## config.mk

```make
export PLATFORM = sky130hd
export DESIGN_NAME = bess_top
export DESIGN_NICKNAME = d
export VERILOG_FILES = /design/src/pkg/bess_pkg.sv /design/src/hw/bess_setting_store.sv /design/src/hw/bess_top.sv
export SDC_FILE = /design/constraint.sdc
export NUM_CORES = 1
export LEC_CHECK = 0
export BUFFER_PORTS_ARGS = -buffer_cell sky130_fd_sc_hd__buf_2
export CAP_MARGIN = 20
export CORE_MARGIN = 8
export CORE_UTILIZATION = 55
export DETAILED_ROUTE_END_ITERATION = 7
export PLACE_DENSITY = 0.69
export SKIP_LAST_GASP = 1
export SYNTH_ARGS = -nofsm -noshare
export SYNTH_HDL_FRONTEND = slang
export SYNTH_SLANG_ARGS = --single-unit
```

## constraint.sdc

```tcl
create_clock -name sys_clk -period 227.8 [get_ports sys_clk]
set_clock_uncertainty 0.15 [all_clocks]
set_input_delay 34.17 -clock sys_clk [delete_from_list [all_inputs] [get_ports sys_clk]]
set_output_delay 34.17 -clock sys_clk [all_outputs]
set_load 0.005 [all_outputs]
```

## src/pkg/bess_pkg.sv

```systemverilog
// Purpose: shared constants for the buck enable / start-up sequencer
// Assumes: sys_clk at 20 MHz
// Notes:   times are kept in their own unit, cycle counts derive from them; init steps and switch period are set in cycles
package bess_pkg;
  // ==========================================================
  // clock
  localparam int unsigned CLK_HZ        = 20_000_000;
  localparam int unsigned CLK_KHZ       = CLK_HZ / 1000;
  // ==========================================================
  // soft-start durations in microseconds
  localparam int unsigned SS_T0_US      = 500;
  localparam int unsigned SS_T1_US      = 1000;
  localparam int unsigned SS_T2_US      = 2000;
  localparam int unsigned SS_T3_US      = 4000;
  localparam int unsigned SS_C0         = SS_T0_US * (CLK_HZ / 1_000_000);
  localparam int unsigned SS_C1         = SS_T1_US * (CLK_HZ / 1_000_000);
  localparam int unsigned SS_C2         = SS_T2_US * (CLK_HZ / 1_000_000);
  localparam int unsigned SS_C3         = SS_T3_US * (CLK_HZ / 1_000_000);
  localparam logic [1:0]  SS_DUR_RST    = 2'h1;
  // ==========================================================
  // start delay after enable, microseconds
  localparam int unsigned START_DLY_US  = 10;
  localparam int unsigned START_DLY_C   = START_DLY_US * (CLK_HZ / 1_000_000);
  // ==========================================================
  // initialization step lengths (cycles)
  localparam int unsigned REF_SETTLE_C  = 16;
  localparam int unsigned STRAP_C       = 8;
  localparam int unsigned NVM_LOAD_C    = 8;
  // ==========================================================
  // register reset values
  localparam logic [7:0]  VSET_RST      = 8'h00;
  localparam logic [1:0]  VRANGE_RST    = 2'h2;
  localparam logic [1:0]  VRAMP_RST     = 2'h0;
  // ==========================================================
  // slew step times in tenths of a microsecond
  localparam int unsigned STEP_DUS0     = 5;
  localparam int unsigned STEP_DUS1     = 10;
  localparam int unsigned STEP_DUS2     = 50;
  localparam int unsigned STEP_DUS3     = 100;
  localparam int unsigned CYC_PER_DUS   = CLK_HZ / 10_000_000;
  // ==========================================================
  // switching pulse grid (cycles of sys_clk per switching period)
  localparam int unsigned SW_PERIOD_C   = 8;
  // ==========================================================
  // conduction modes presented to the power stage
  typedef enum logic [1:0] {
    BESS_COND_OFF = 2'b00,
    BESS_COND_CCM = 2'b01,
    BESS_COND_DCM = 2'b10,
    BESS_COND_PFM = 2'b11
  } bess_cond_t;
  // sequencer states
  typedef enum logic [2:0] {
    BESS_ST_PULLDN  = 3'b000,
    BESS_ST_REF     = 3'b001,
    BESS_ST_STRAP   = 3'b010,
    BESS_ST_LOAD    = 3'b011,
    BESS_ST_IDLE    = 3'b100,
    BESS_ST_DELAY   = 3'b101,
    BESS_ST_SOFT    = 3'b110,
    BESS_ST_RUN     = 3'b111
  } bess_state_t;
endpackage

```

## src/hw/bess_setting_store.sv

```systemverilog
// Purpose: holds the loaded defaults and the user written settings
// Assumes: load and write never both in one cycle (load only in init)
// Notes:   read data comes out of a register; only reset and the default load clear it
`timescale 1ns/1ns
module bess_setting_store
  import bess_pkg::*;
(
  // clock and reset
  input  wire logic       sys_clk,
  input  wire logic       reset,
  // default load from nonvolatile storage and straps
  input  wire logic       load_stb,
  input  wire logic [7:0] load_vset,
  // user write port
  input  wire logic       wr_stb,
  input  wire logic [7:0] wr_vset,
  input  wire logic [1:0] wr_range,
  input  wire logic [1:0] wr_ramp,
  input  wire logic [1:0] wr_ss,
  input  wire logic       wr_continuous_switching_mode,
  input  wire logic       wr_single,
  // registered read data
  output logic [7:0]      rd_vset,
  output logic [1:0]      rd_range,
  output logic [1:0]      rd_ramp,
  output logic [1:0]      rd_ss,
  output logic            rd_continuous_switching_mode,
  output logic            rd_single
);
  // ==========================================================
  // storage: enable toggles never reach this reset, only supply loss
  always_ff @(posedge sys_clk or posedge reset) begin
    if (reset) begin
      rd_vset   <= VSET_RST;
      rd_range  <= VRANGE_RST;
      rd_ramp   <= VRAMP_RST;
      rd_ss     <= SS_DUR_RST;
      rd_continuous_switching_mode   <= 1'b0;
      rd_single <= 1'b0;
    end else if (load_stb) begin
      // defaults: voltage from strap, rest from reset values
      rd_vset   <= load_vset;
      rd_range  <= VRANGE_RST;
      rd_ramp   <= VRAMP_RST;
      rd_ss     <= SS_DUR_RST;
      rd_continuous_switching_mode   <= 1'b0;
      rd_single <= 1'b0;
    end else if (wr_stb) begin
      rd_vset   <= wr_vset;
      rd_range  <= wr_range;
      rd_ramp   <= wr_ramp;
      rd_ss     <= wr_ss;
      rd_continuous_switching_mode   <= wr_continuous_switching_mode;
      rd_single <= wr_single;
    end
  end
endmodule

```

## src/hw/bess_top.sv

```systemverilog
// Purpose: enable-line sequencer, start-up ramp and mode select for a buck
// Assumes: reset is the supply undervoltage lockout, held until supply is good
// Notes:   analog loops, thresholds and strap decoding stay outside
//
// How it works
// - mode bit 0 saves power, 1 forces PWM
// - forced mode continuous constant-frequency switching once the start-up ramp is done
// - saving mode picks CCM, DCM or PFM by load
// - PFM pulses only on internal clock grid
// - hold enable low until defaults and straps loaded
// - faults also pull enable low
// - shared enable line gates every stacked converter
// - standalone bit stops faults pulling enable low
// - release enable; high runs, low shuts down
// - serial interface enabled right after initialization
// - enable toggling keeps loaded register values
// - init order: pull low, reference, straps, load
// - registers usable while idle; ramp after delay
// - soft-start field selects 0.5, 1, 2, 4 ms
// - mid-ramp setpoint, range, duration writes deferred
// - ramp to start code, then to new code
// - ramp starts from existing output level
// - start-up ramp always uses discontinuous conduction
// - settings written while disabled apply next enable
`timescale 1ns/1ns
module bess_top
  import bess_pkg::*;
(
  // clock and reset (reset = undervoltage lockout)
  input  wire logic       sys_clk,
  input  wire logic       reset,
  // enable pin, open drain
  input  wire logic       en_pin_i,
  output logic            en_pin_o,
  output logic            en_pin_oe,
  // fault inputs from the analog side
  input  wire logic       thermal_fault,
  input  wire logic       overvoltage_fault,
  // strap sampling and mode pin
  input  wire logic [7:0] voltage_strap_code,
  input  wire logic       mode_pin_force,
  // load level hints from the current sense
  input  wire logic       load_low,
  input  wire logic       load_very_low,
  // existing output level, as a setpoint code
  input  wire logic [7:0] prebias_code,
  // register write port from the serial interface
  input  wire logic       cfg_wr,
  input  wire logic [7:0] cfg_voltage_setpoint_code,
  input  wire logic [1:0] cfg_voltage_span_select,
  input  wire logic [1:0] cfg_slew_rate_select,
  input  wire logic [1:0] cfg_soft_start_duration,
  input  wire logic       cfg_forced_pulse_enable_bit,
  input  wire logic       cfg_standalone_bit,
  // register read back
  output logic [7:0]      rd_voltage_setpoint_code,
  output logic [1:0]      rd_voltage_span_select,
  output logic [1:0]      rd_slew_rate_select,
  output logic [1:0]      rd_soft_start_duration,
  output logic            rd_forced_pulse_enable_bit,
  output logic            rd_standalone_bit,
  // status and power-stage control
  output logic            serial_enable_q,
  output logic            converter_on_q,
  output logic            soft_start_active_q,
  output logic [1:0]      conduction_mode_q,
  output logic            switch_pulse_q,
  output logic [7:0]      target_level_field_q,
  output logic [1:0]      active_span_q,
  output logic [7:0]      ramp_level_q
);
  // ==========================================================
  // declarations
  bess_state_t state_q;                 // sequencer state
  logic [16:0] cnt_q;                   // step / ramp timer
  logic [2:0]  en_sync_q;               // enable pin synchroniser
  logic        en_level_q;              // debounced enable level
  logic [2:0]  mode_sync_q;             // mode pin synchroniser
  logic        mode_force_q;            // debounced mode pin
  logic [7:0]  strap_q;                 // captured strap code
  logic        load_stb;                // default load strobe
  logic [7:0]  ss_code_q;               // code latched at ramp start
  logic [1:0]  ss_dur_q;                // duration latched at ramp start
  logic [16:0] ss_len;                  // ramp length in cycles
  logic [2:0]  sw_cnt_q;                // switching clock grid
  logic [10:0] dvs_q;                   // slew step timer
  // ramp length per duration code
  function automatic logic [16:0] ss_cycles(input logic [1:0] d);
    unique case (d)
      2'h0: ss_cycles = 17'(SS_C0);
      2'h1: ss_cycles = 17'(SS_C1);
      2'h2: ss_cycles = 17'(SS_C2);
      2'h3: ss_cycles = 17'(SS_C3);
    endcase
  endfunction
  // slew step length per rate code
  function automatic logic [10:0] step_cycles(input logic [1:0] r);
    unique case (r)
      2'h0: step_cycles = 11'(STEP_DUS0 * CYC_PER_DUS);
      2'h1: step_cycles = 11'(STEP_DUS1 * CYC_PER_DUS);
      2'h2: step_cycles = 11'(STEP_DUS2 * CYC_PER_DUS);
      2'h3: step_cycles = 11'(STEP_DUS3 * CYC_PER_DUS);
    endcase
  endfunction
  assign ss_len = ss_cycles(ss_dur_q);
  // ==========================================================
  // settings store; supply reset only, enable never clears it
  bess_setting_store u_store (
    .sys_clk   (sys_clk),
    .reset     (reset),
    .load_stb  (load_stb),
    .load_vset (strap_q),
    .wr_stb    (cfg_wr & serial_enable_q),
    .wr_vset   (cfg_voltage_setpoint_code),
    .wr_range  (cfg_voltage_span_select),
    .wr_ramp   (cfg_slew_rate_select),
    .wr_ss     (cfg_soft_start_duration),
    .wr_continuous_switching_mode   (cfg_forced_pulse_enable_bit),
    .wr_single (cfg_standalone_bit),
    .rd_vset   (rd_voltage_setpoint_code),
    .rd_range  (rd_voltage_span_select),
    .rd_ramp   (rd_slew_rate_select),
    .rd_ss     (rd_soft_start_duration),
    .rd_continuous_switching_mode   (rd_forced_pulse_enable_bit),
    .rd_single (rd_standalone_bit)
  );
  // ==========================================================
  // pin synchronisers: change counts once stages 2 and 3 agree
  always_ff @(posedge sys_clk or posedge reset) begin
    if (reset) begin
      en_sync_q    <= 3'h0;
      en_level_q   <= 1'b0;
      mode_sync_q  <= 3'h0;
      mode_force_q <= 1'b0;
    end else begin
      en_sync_q   <= {en_sync_q[1:0], en_pin_i};
      mode_sync_q <= {mode_sync_q[1:0], mode_pin_force};
      if (en_sync_q[1] == en_sync_q[2]) begin
        en_level_q <= en_sync_q[2];
      end
      if (mode_sync_q[1] == mode_sync_q[2]) begin
        mode_force_q <= mode_sync_q[2];
      end
    end
  end
  // ==========================================================
  // sequencer: init steps, then enable-driven ramp
  always_ff @(posedge sys_clk or posedge reset) begin
    if (reset) begin
      state_q <= BESS_ST_PULLDN;
      cnt_q   <= 17'h0_0000;
    end else begin
      unique case (state_q)
        BESS_ST_PULLDN: begin
          state_q <= BESS_ST_REF;
          cnt_q   <= 17'(REF_SETTLE_C);
        end
        BESS_ST_REF, BESS_ST_STRAP, BESS_ST_LOAD: begin
          // each init step counts down, then hands over to the next
          if (cnt_q != 17'h0_0000) begin
            cnt_q <= cnt_q - 17'h0_0001;
          end else if (state_q == BESS_ST_REF) begin
            state_q <= BESS_ST_STRAP;
            cnt_q   <= 17'(STRAP_C);
          end else if (state_q == BESS_ST_STRAP) begin
            state_q <= BESS_ST_LOAD;
            cnt_q   <= 17'(NVM_LOAD_C);
          end else begin
            state_q <= BESS_ST_IDLE;
          end
        end
        BESS_ST_IDLE: begin
          // the line level is the wired result of every stacked part
          if (en_level_q) begin
            state_q <= BESS_ST_DELAY;
            cnt_q   <= 17'(START_DLY_C);
          end
        end
        BESS_ST_DELAY: begin
          if (!en_level_q) begin
            state_q <= BESS_ST_IDLE;
          end else if (cnt_q == 17'h0_0000) begin
            state_q <= BESS_ST_SOFT;
          end else begin
            cnt_q <= cnt_q - 17'h0_0001;
          end
        end
        BESS_ST_SOFT: begin
          if (!en_level_q) begin
            state_q <= BESS_ST_IDLE;
          end else if (cnt_q >= ss_len - 17'h0_0001) begin
            state_q <= BESS_ST_RUN;
          end else begin
            cnt_q <= cnt_q + 17'h0_0001;
          end
        end
        BESS_ST_RUN: begin
          if (!en_level_q) begin
            state_q <= BESS_ST_IDLE;
          end
        end
      endcase
    end
  end
  assign load_stb = (state_q == BESS_ST_LOAD) && (cnt_q == 17'h0_0000);
  // ==========================================================
  // strap capture during the strap step
  always_ff @(posedge sys_clk or posedge reset) begin
    if (reset) begin
      strap_q <= 8'h00;
    end else if (state_q == BESS_ST_STRAP) begin
      strap_q <= voltage_strap_code;
    end
  end
  // ==========================================================
  // open-drain enable: low in init always, on fault unless standalone
  always_ff @(posedge sys_clk or posedge reset) begin
    if (reset) begin
      en_pin_oe <= 1'b1;
      en_pin_o  <= 1'b0;
    end else begin
      en_pin_o  <= 1'b0;
      if (state_q < BESS_ST_IDLE || load_stb) begin
        en_pin_oe <= 1'b1;
      end else begin
        en_pin_oe <= (thermal_fault | overvoltage_fault) & ~rd_standalone_bit;
      end
    end
  end
  // ==========================================================
  // serial interface comes up once init is done, nothing else gates it
  always_ff @(posedge sys_clk or posedge reset) begin
    if (reset) begin
      serial_enable_q <= 1'b0;
    end else if (load_stb) begin
      serial_enable_q <= 1'b1;
    end
  end
  // ==========================================================
  // start-of-ramp capture: settings frozen while ramping
  always_ff @(posedge sys_clk or posedge reset) begin
    if (reset) begin
      ss_code_q     <= VSET_RST;
      ss_dur_q      <= SS_DUR_RST;
      active_span_q <= VRANGE_RST;
    end else if (state_q == BESS_ST_IDLE || state_q == BESS_ST_DELAY) begin
      // writes while disabled are taken at the next enable
      ss_code_q     <= rd_voltage_setpoint_code;
      ss_dur_q      <= rd_soft_start_duration;
      active_span_q <= rd_voltage_span_select;
    end else if (state_q == BESS_ST_RUN) begin
      active_span_q <= rd_voltage_span_select;
    end
  end
  // ==========================================================
  // ramp level: soft start from prebias, then slew to new setpoint
  always_ff @(posedge sys_clk or posedge reset) begin
    if (reset) begin
      ramp_level_q         <= 8'h00;
      target_level_field_q <= VSET_RST;
      dvs_q                <= 11'h000;
    end else begin
      unique case (state_q)
        BESS_ST_DELAY: begin
          ramp_level_q         <= prebias_code;
          target_level_field_q <= ss_code_q;
        end
        BESS_ST_SOFT: begin
          // linear ramp; below the prebias level nothing is driven out
          if (ramp_level_q < ss_code_q &&
              cnt_q >= 17'((32'(ramp_level_q) * 32'(ss_len)) / 32'(ss_code_q))) begin
            ramp_level_q <= ramp_level_q + 8'h01;
          end
          target_level_field_q <= ss_code_q;
        end
        BESS_ST_RUN: begin
          target_level_field_q <= rd_voltage_setpoint_code;
          if (dvs_q != 11'h000) begin
            dvs_q <= dvs_q - 11'h001;
          end else if (ramp_level_q != rd_voltage_setpoint_code) begin
            dvs_q        <= step_cycles(rd_slew_rate_select);
            ramp_level_q <= (ramp_level_q < rd_voltage_setpoint_code) ? ramp_level_q + 8'h01
                                                                      : ramp_level_q - 8'h01;
          end
        end
        default: begin
          ramp_level_q <= 8'h00;
          dvs_q        <= 11'h000;
        end
      endcase
    end
  end
  // ==========================================================
  // conduction mode and power-stage status
  always_ff @(posedge sys_clk or posedge reset) begin
    if (reset) begin
      conduction_mode_q   <= BESS_COND_OFF;
      converter_on_q      <= 1'b0;
      soft_start_active_q <= 1'b0;
    end else begin
      converter_on_q      <= (state_q == BESS_ST_SOFT) || (state_q == BESS_ST_RUN);
      soft_start_active_q <= (state_q == BESS_ST_SOFT);
      if (state_q == BESS_ST_SOFT) begin
        conduction_mode_q <= BESS_COND_DCM;
      end else if (state_q != BESS_ST_RUN) begin
        conduction_mode_q <= BESS_COND_OFF;
      end else if (rd_forced_pulse_enable_bit || mode_force_q) begin
        conduction_mode_q <= BESS_COND_CCM;
      end else if (load_very_low) begin
        conduction_mode_q <= BESS_COND_PFM;
      end else if (load_low) begin
        conduction_mode_q <= BESS_COND_DCM;
      end else begin
        conduction_mode_q <= BESS_COND_CCM;
      end
    end
  end
  // ==========================================================
  // switching pulses: every pulse sits on the internal clock grid
  always_ff @(posedge sys_clk or posedge reset) begin
    if (reset) begin
      sw_cnt_q       <= 3'h0;
      switch_pulse_q <= 1'b0;
    end else begin
      sw_cnt_q <= (sw_cnt_q == 3'(SW_PERIOD_C - 1)) ? 3'h0 : sw_cnt_q + 3'h1;
      if (sw_cnt_q != 3'h0 || !converter_on_q) begin
        switch_pulse_q <= 1'b0;
      end else if (conduction_mode_q == BESS_COND_PFM) begin
        switch_pulse_q <= ramp_level_q < target_level_field_q;
      end else begin
        switch_pulse_q <= 1'b1;
      end
    end
  end
endmodule

```

==> results.md <==
- Max Clk Rate: around 11 MHz
- Final Critical Period: around 94000 ps
- Worst slew margin: 31.08%
- Max-slew violation count: 0
- Req. time, crit path: 227880 ps
- DP HPWL: 66520 um
- Share of cells above drive strength 1: 8.600%
- RSZ-0062 raised after global routing: no
- Crit-path max FO: 33
- Crit path launch type: flop
- DRT Wirelength: 83420 um
- Clk pin slew, worst setup/hold paths: 70 ps
- Hold buffer count at cts: 0
- Post-synthesis cell type count: approximately 150
- Die Wd: approximately 250 um
- Final setup fails: 0
- Mapped cell area: about 29000 um^2
- # rows: 84
- Vias in the first global route: 27250
- DRC: 0
- Arr. time, crit path: approximately 94000 ps
- Worst Max-Slew Pin Slew: 1029 ps
- All-Layer GR Usage: a little over a quarter
- Starting density of the core: 55.33%
- Overflow after GRT: 0
- CP Class: flop to flop
- Via density: 6.402
- Layout area overhead: 3.858%
- Worst path max stage delay: 880 ps
- Post-detailed-route count of antenna-violating nets: 0
- Full die area: 60260 um^2
- Largest net degree at the start of global routing: 56
- EDFF count, synth: 0
- Post-DR wirelength/cell: around 18 um
- Design Area, Final: ~30000 um^2
- Slowest cell on crit path: a2111oi_1
- First-pass GRT wire length: 138000 um
- Root Buffer: clkbuf_16
- Via Count: 29420
- DRT iter0 DRCs: 2234
- IO Count: 83
- #FFs+latches synth: 101
- PostCTS Resize Cnt: 0
- IO buf count: 81
- Sequential area share after synthesis: a little under 9%
- Placed cell area: 29780 um^2
- Final hold violation count: 0
- Worst min path class: flop to flop
- Initial antenna violation count: 1
- Maximum clock path buffer count: 2
- Outcome: finished clean
- RePlAce Congestion: 0.9598
- CP top delay family: compound AO/OA/AOI/OAI gates
- Setup TNS: 0 ps
- Clock insertion delay at the later pin of the skew report: 350 ps
- Clk sinks: ~100
- Die Y: 245.5 um
- Core area: 52340 um^2
- CTS tree: built
- Syn Inst Count: 3905
- Post-CTS Setup Bufs: 0
- H-tree level count: 3
- CTS buffer count: 9
- Bufs and invs on worst path: 32
- Critical path endpoint category: flop
- CP most frequent cell: o21a_1
- Yosys Warn Count: 0
- Initial DRT Pass Iterations: 6
- Maxcap violations: 0
- Async set-or-reset flop fraction in the synthesized netlist: 100.0%
- Final nets: 4346
- Synth Flop Type: dfrtp_1
- Final period util: 41.10%
- Synth Area per Inst: approximately 7.4 um^2
-- metrics by stage --
step	instances	utilization, %	hold slack (ps)	setup WS (ps)
final	4596	57.47	205.9	134160
after global routing	4596	57.47	219.8	125090
after CTS	4594	57.45	208.0	134870
after detailed placement	4578	56.89	195.1	135130
after global placement	4578	56.89	184.7	137450
after floorplan	3912	-	181.2	145560
-- flip-flops by register name (all words and copies together) (netlist names), 8 cells and up --
name / cells
dvs_q: 11
target_level_field_q: 8
ramp_level_q: 8
cnt_q: 17
strap_q: 8
ss_code_q: 8
u_store.rd_vset: 8
-- cells in the mapped netlist (all sizes together), types with 13 or more instances --
cell type	n	area share (%)
o22ai	26	0.63
o311ai	13	0.42
o21ai	248	4.3
nor4	36	0.97
nand4	53	1.2
inv	229	3.0
ha	340	15
nor2b	61	1.3
a22oi	15	0.41
nand2b	50	1.1
o21a	151	3.9
clkbuf	71	0.92
nor3	207	3.8
a21boi	26	0.73
a211o	16	0.49
a31o	17	0.51
or3	50	1.1
mux2	54	2.1
a21oi	244	4.3
o31a	14	0.42
fa	63	4.4
or2	41	0.89
nor2	310	4.0
nand3	117	2.1
a2111oi	14	0.63
nor3b	16	0.41
and2	57	1.2
buf	53	1.3
or4	16	0.48
o2111ai	15	0.45
xnor2	103	3.1
a22o	25	0.76
nand2	360	4.7
a21o	74	1.9
xor2	79	2.4
o31ai	93	2.4
mux2i	64	2.2
and3	39	0.86
a31oi	31	0.69
o211ai	44	1.2
dfrtp	96	8.3
a211oi	36	0.99
-- cell type report --
type,instances,area [um^2]
flip-flops and latches,101,2534
clock buffers,10,239.0
inverters,233,879.6
diodes,1,2.502
repair buffers,103,570.5
multi-input cells,3454,24940
well taps,688,860.8
clock inverters,6,51.30
fillers,5065,22260
-- placed cells by master, fill, tap and decap left out, types with 14 or more instances in the layout --
cell       synthesis  layout
a211o_1           15      15
a211oi_1          33      33
a21boi_0          20      20
a21o_1            72      72
a21oi_1          238     238
a22o_1            25      25
a22oi_1           14      14
a31o_2            15      15
a31oi_1           30      30
and2_1            56      56
and3_1            37      37
buf_2             16      81
buf_4             14      21
dfrtp_1           96      96
fa_1              63      63
ha_1             340     340
inv_1            221     220
mux2_2            51      51
mux2i_1           62      62
nand2_1          356     356
nand2b_1          49      49
nand3_1          115     115
nand4_1           51      51
nor2_1           310     310
nor2b_1           61      61
nor3_1           199     198
nor3b_1           16      16
nor4_1            30      30
o2111ai_1         15      15
o211ai_1          39      39
o21a_1           151     151
o21ai_0          223     223
o21ai_1           23      23
o22ai_1           23      23
o31a_1            14      14
o31ai_1           91      91
or2_2             31      31
or3_1             48      48
xnor2_1          102     102
xor2_1            77      77
-- final timing paths --
check                      cells after the start                     start                             end  slack (ps)
setup / recovery                             410  ss_code_q[0]$_DFFE_PP0P_     ramp_level_q[6]$_DFFE_PP0P_      134160
hold / removal                                 0  mode_sync_q[0]$_DFF_PP0_        mode_sync_q[1]$_DFF_PP0_         210
setup reg to reg                             410  ss_code_q[0]$_DFFE_PP0P_     ramp_level_q[6]$_DFFE_PP0P_      134160
hold reg to reg                                0  mode_sync_q[0]$_DFF_PP0_        mode_sync_q[1]$_DFF_PP0_         210
max in group asynchronous                      3                     reset  u_store.rd_vset[7]$_DFFE_PP0P_      192650
min in group asynchronous                      2                     reset          en_sync_q[0]$_DFF_PP0_       33740
-- per-layer routing --
layer | vias to the layer above | wire [um] | GRT usage [%] | part of all wire (%)
met1 | 13790 | 38830 | 36.40 | 47
li1 | 14640 | - | - | -
met3 | 135 | 3962 | 1.596 | 4.7
met2 | 862 | 38490 | 45.07 | 46
met5 | - | 0 | 0 | 0
met4 | 0 | 2127 | 6.969 | 2.5
-- cells by family (layout without fill, tap and decap cells) --
family,after synthesis,count (layout),synth area share (%)
AND/OR/NAND/NOR,1482,1482,26.43
buffers and inverters,357,352,5.240
XOR/XNOR,182,182,5.582
multiplexers,118,118,4.350
flip-flops,101,101,8.748
other,1,9,0.01295
AO/OA/AOI/OAI,1259,1259,30.53
adder cells (fa/ha/maj),405,405,19.11
Power is not shown: default switching activity piles up to over one toggle a cycle in this logic, so the estimate is an artifact.
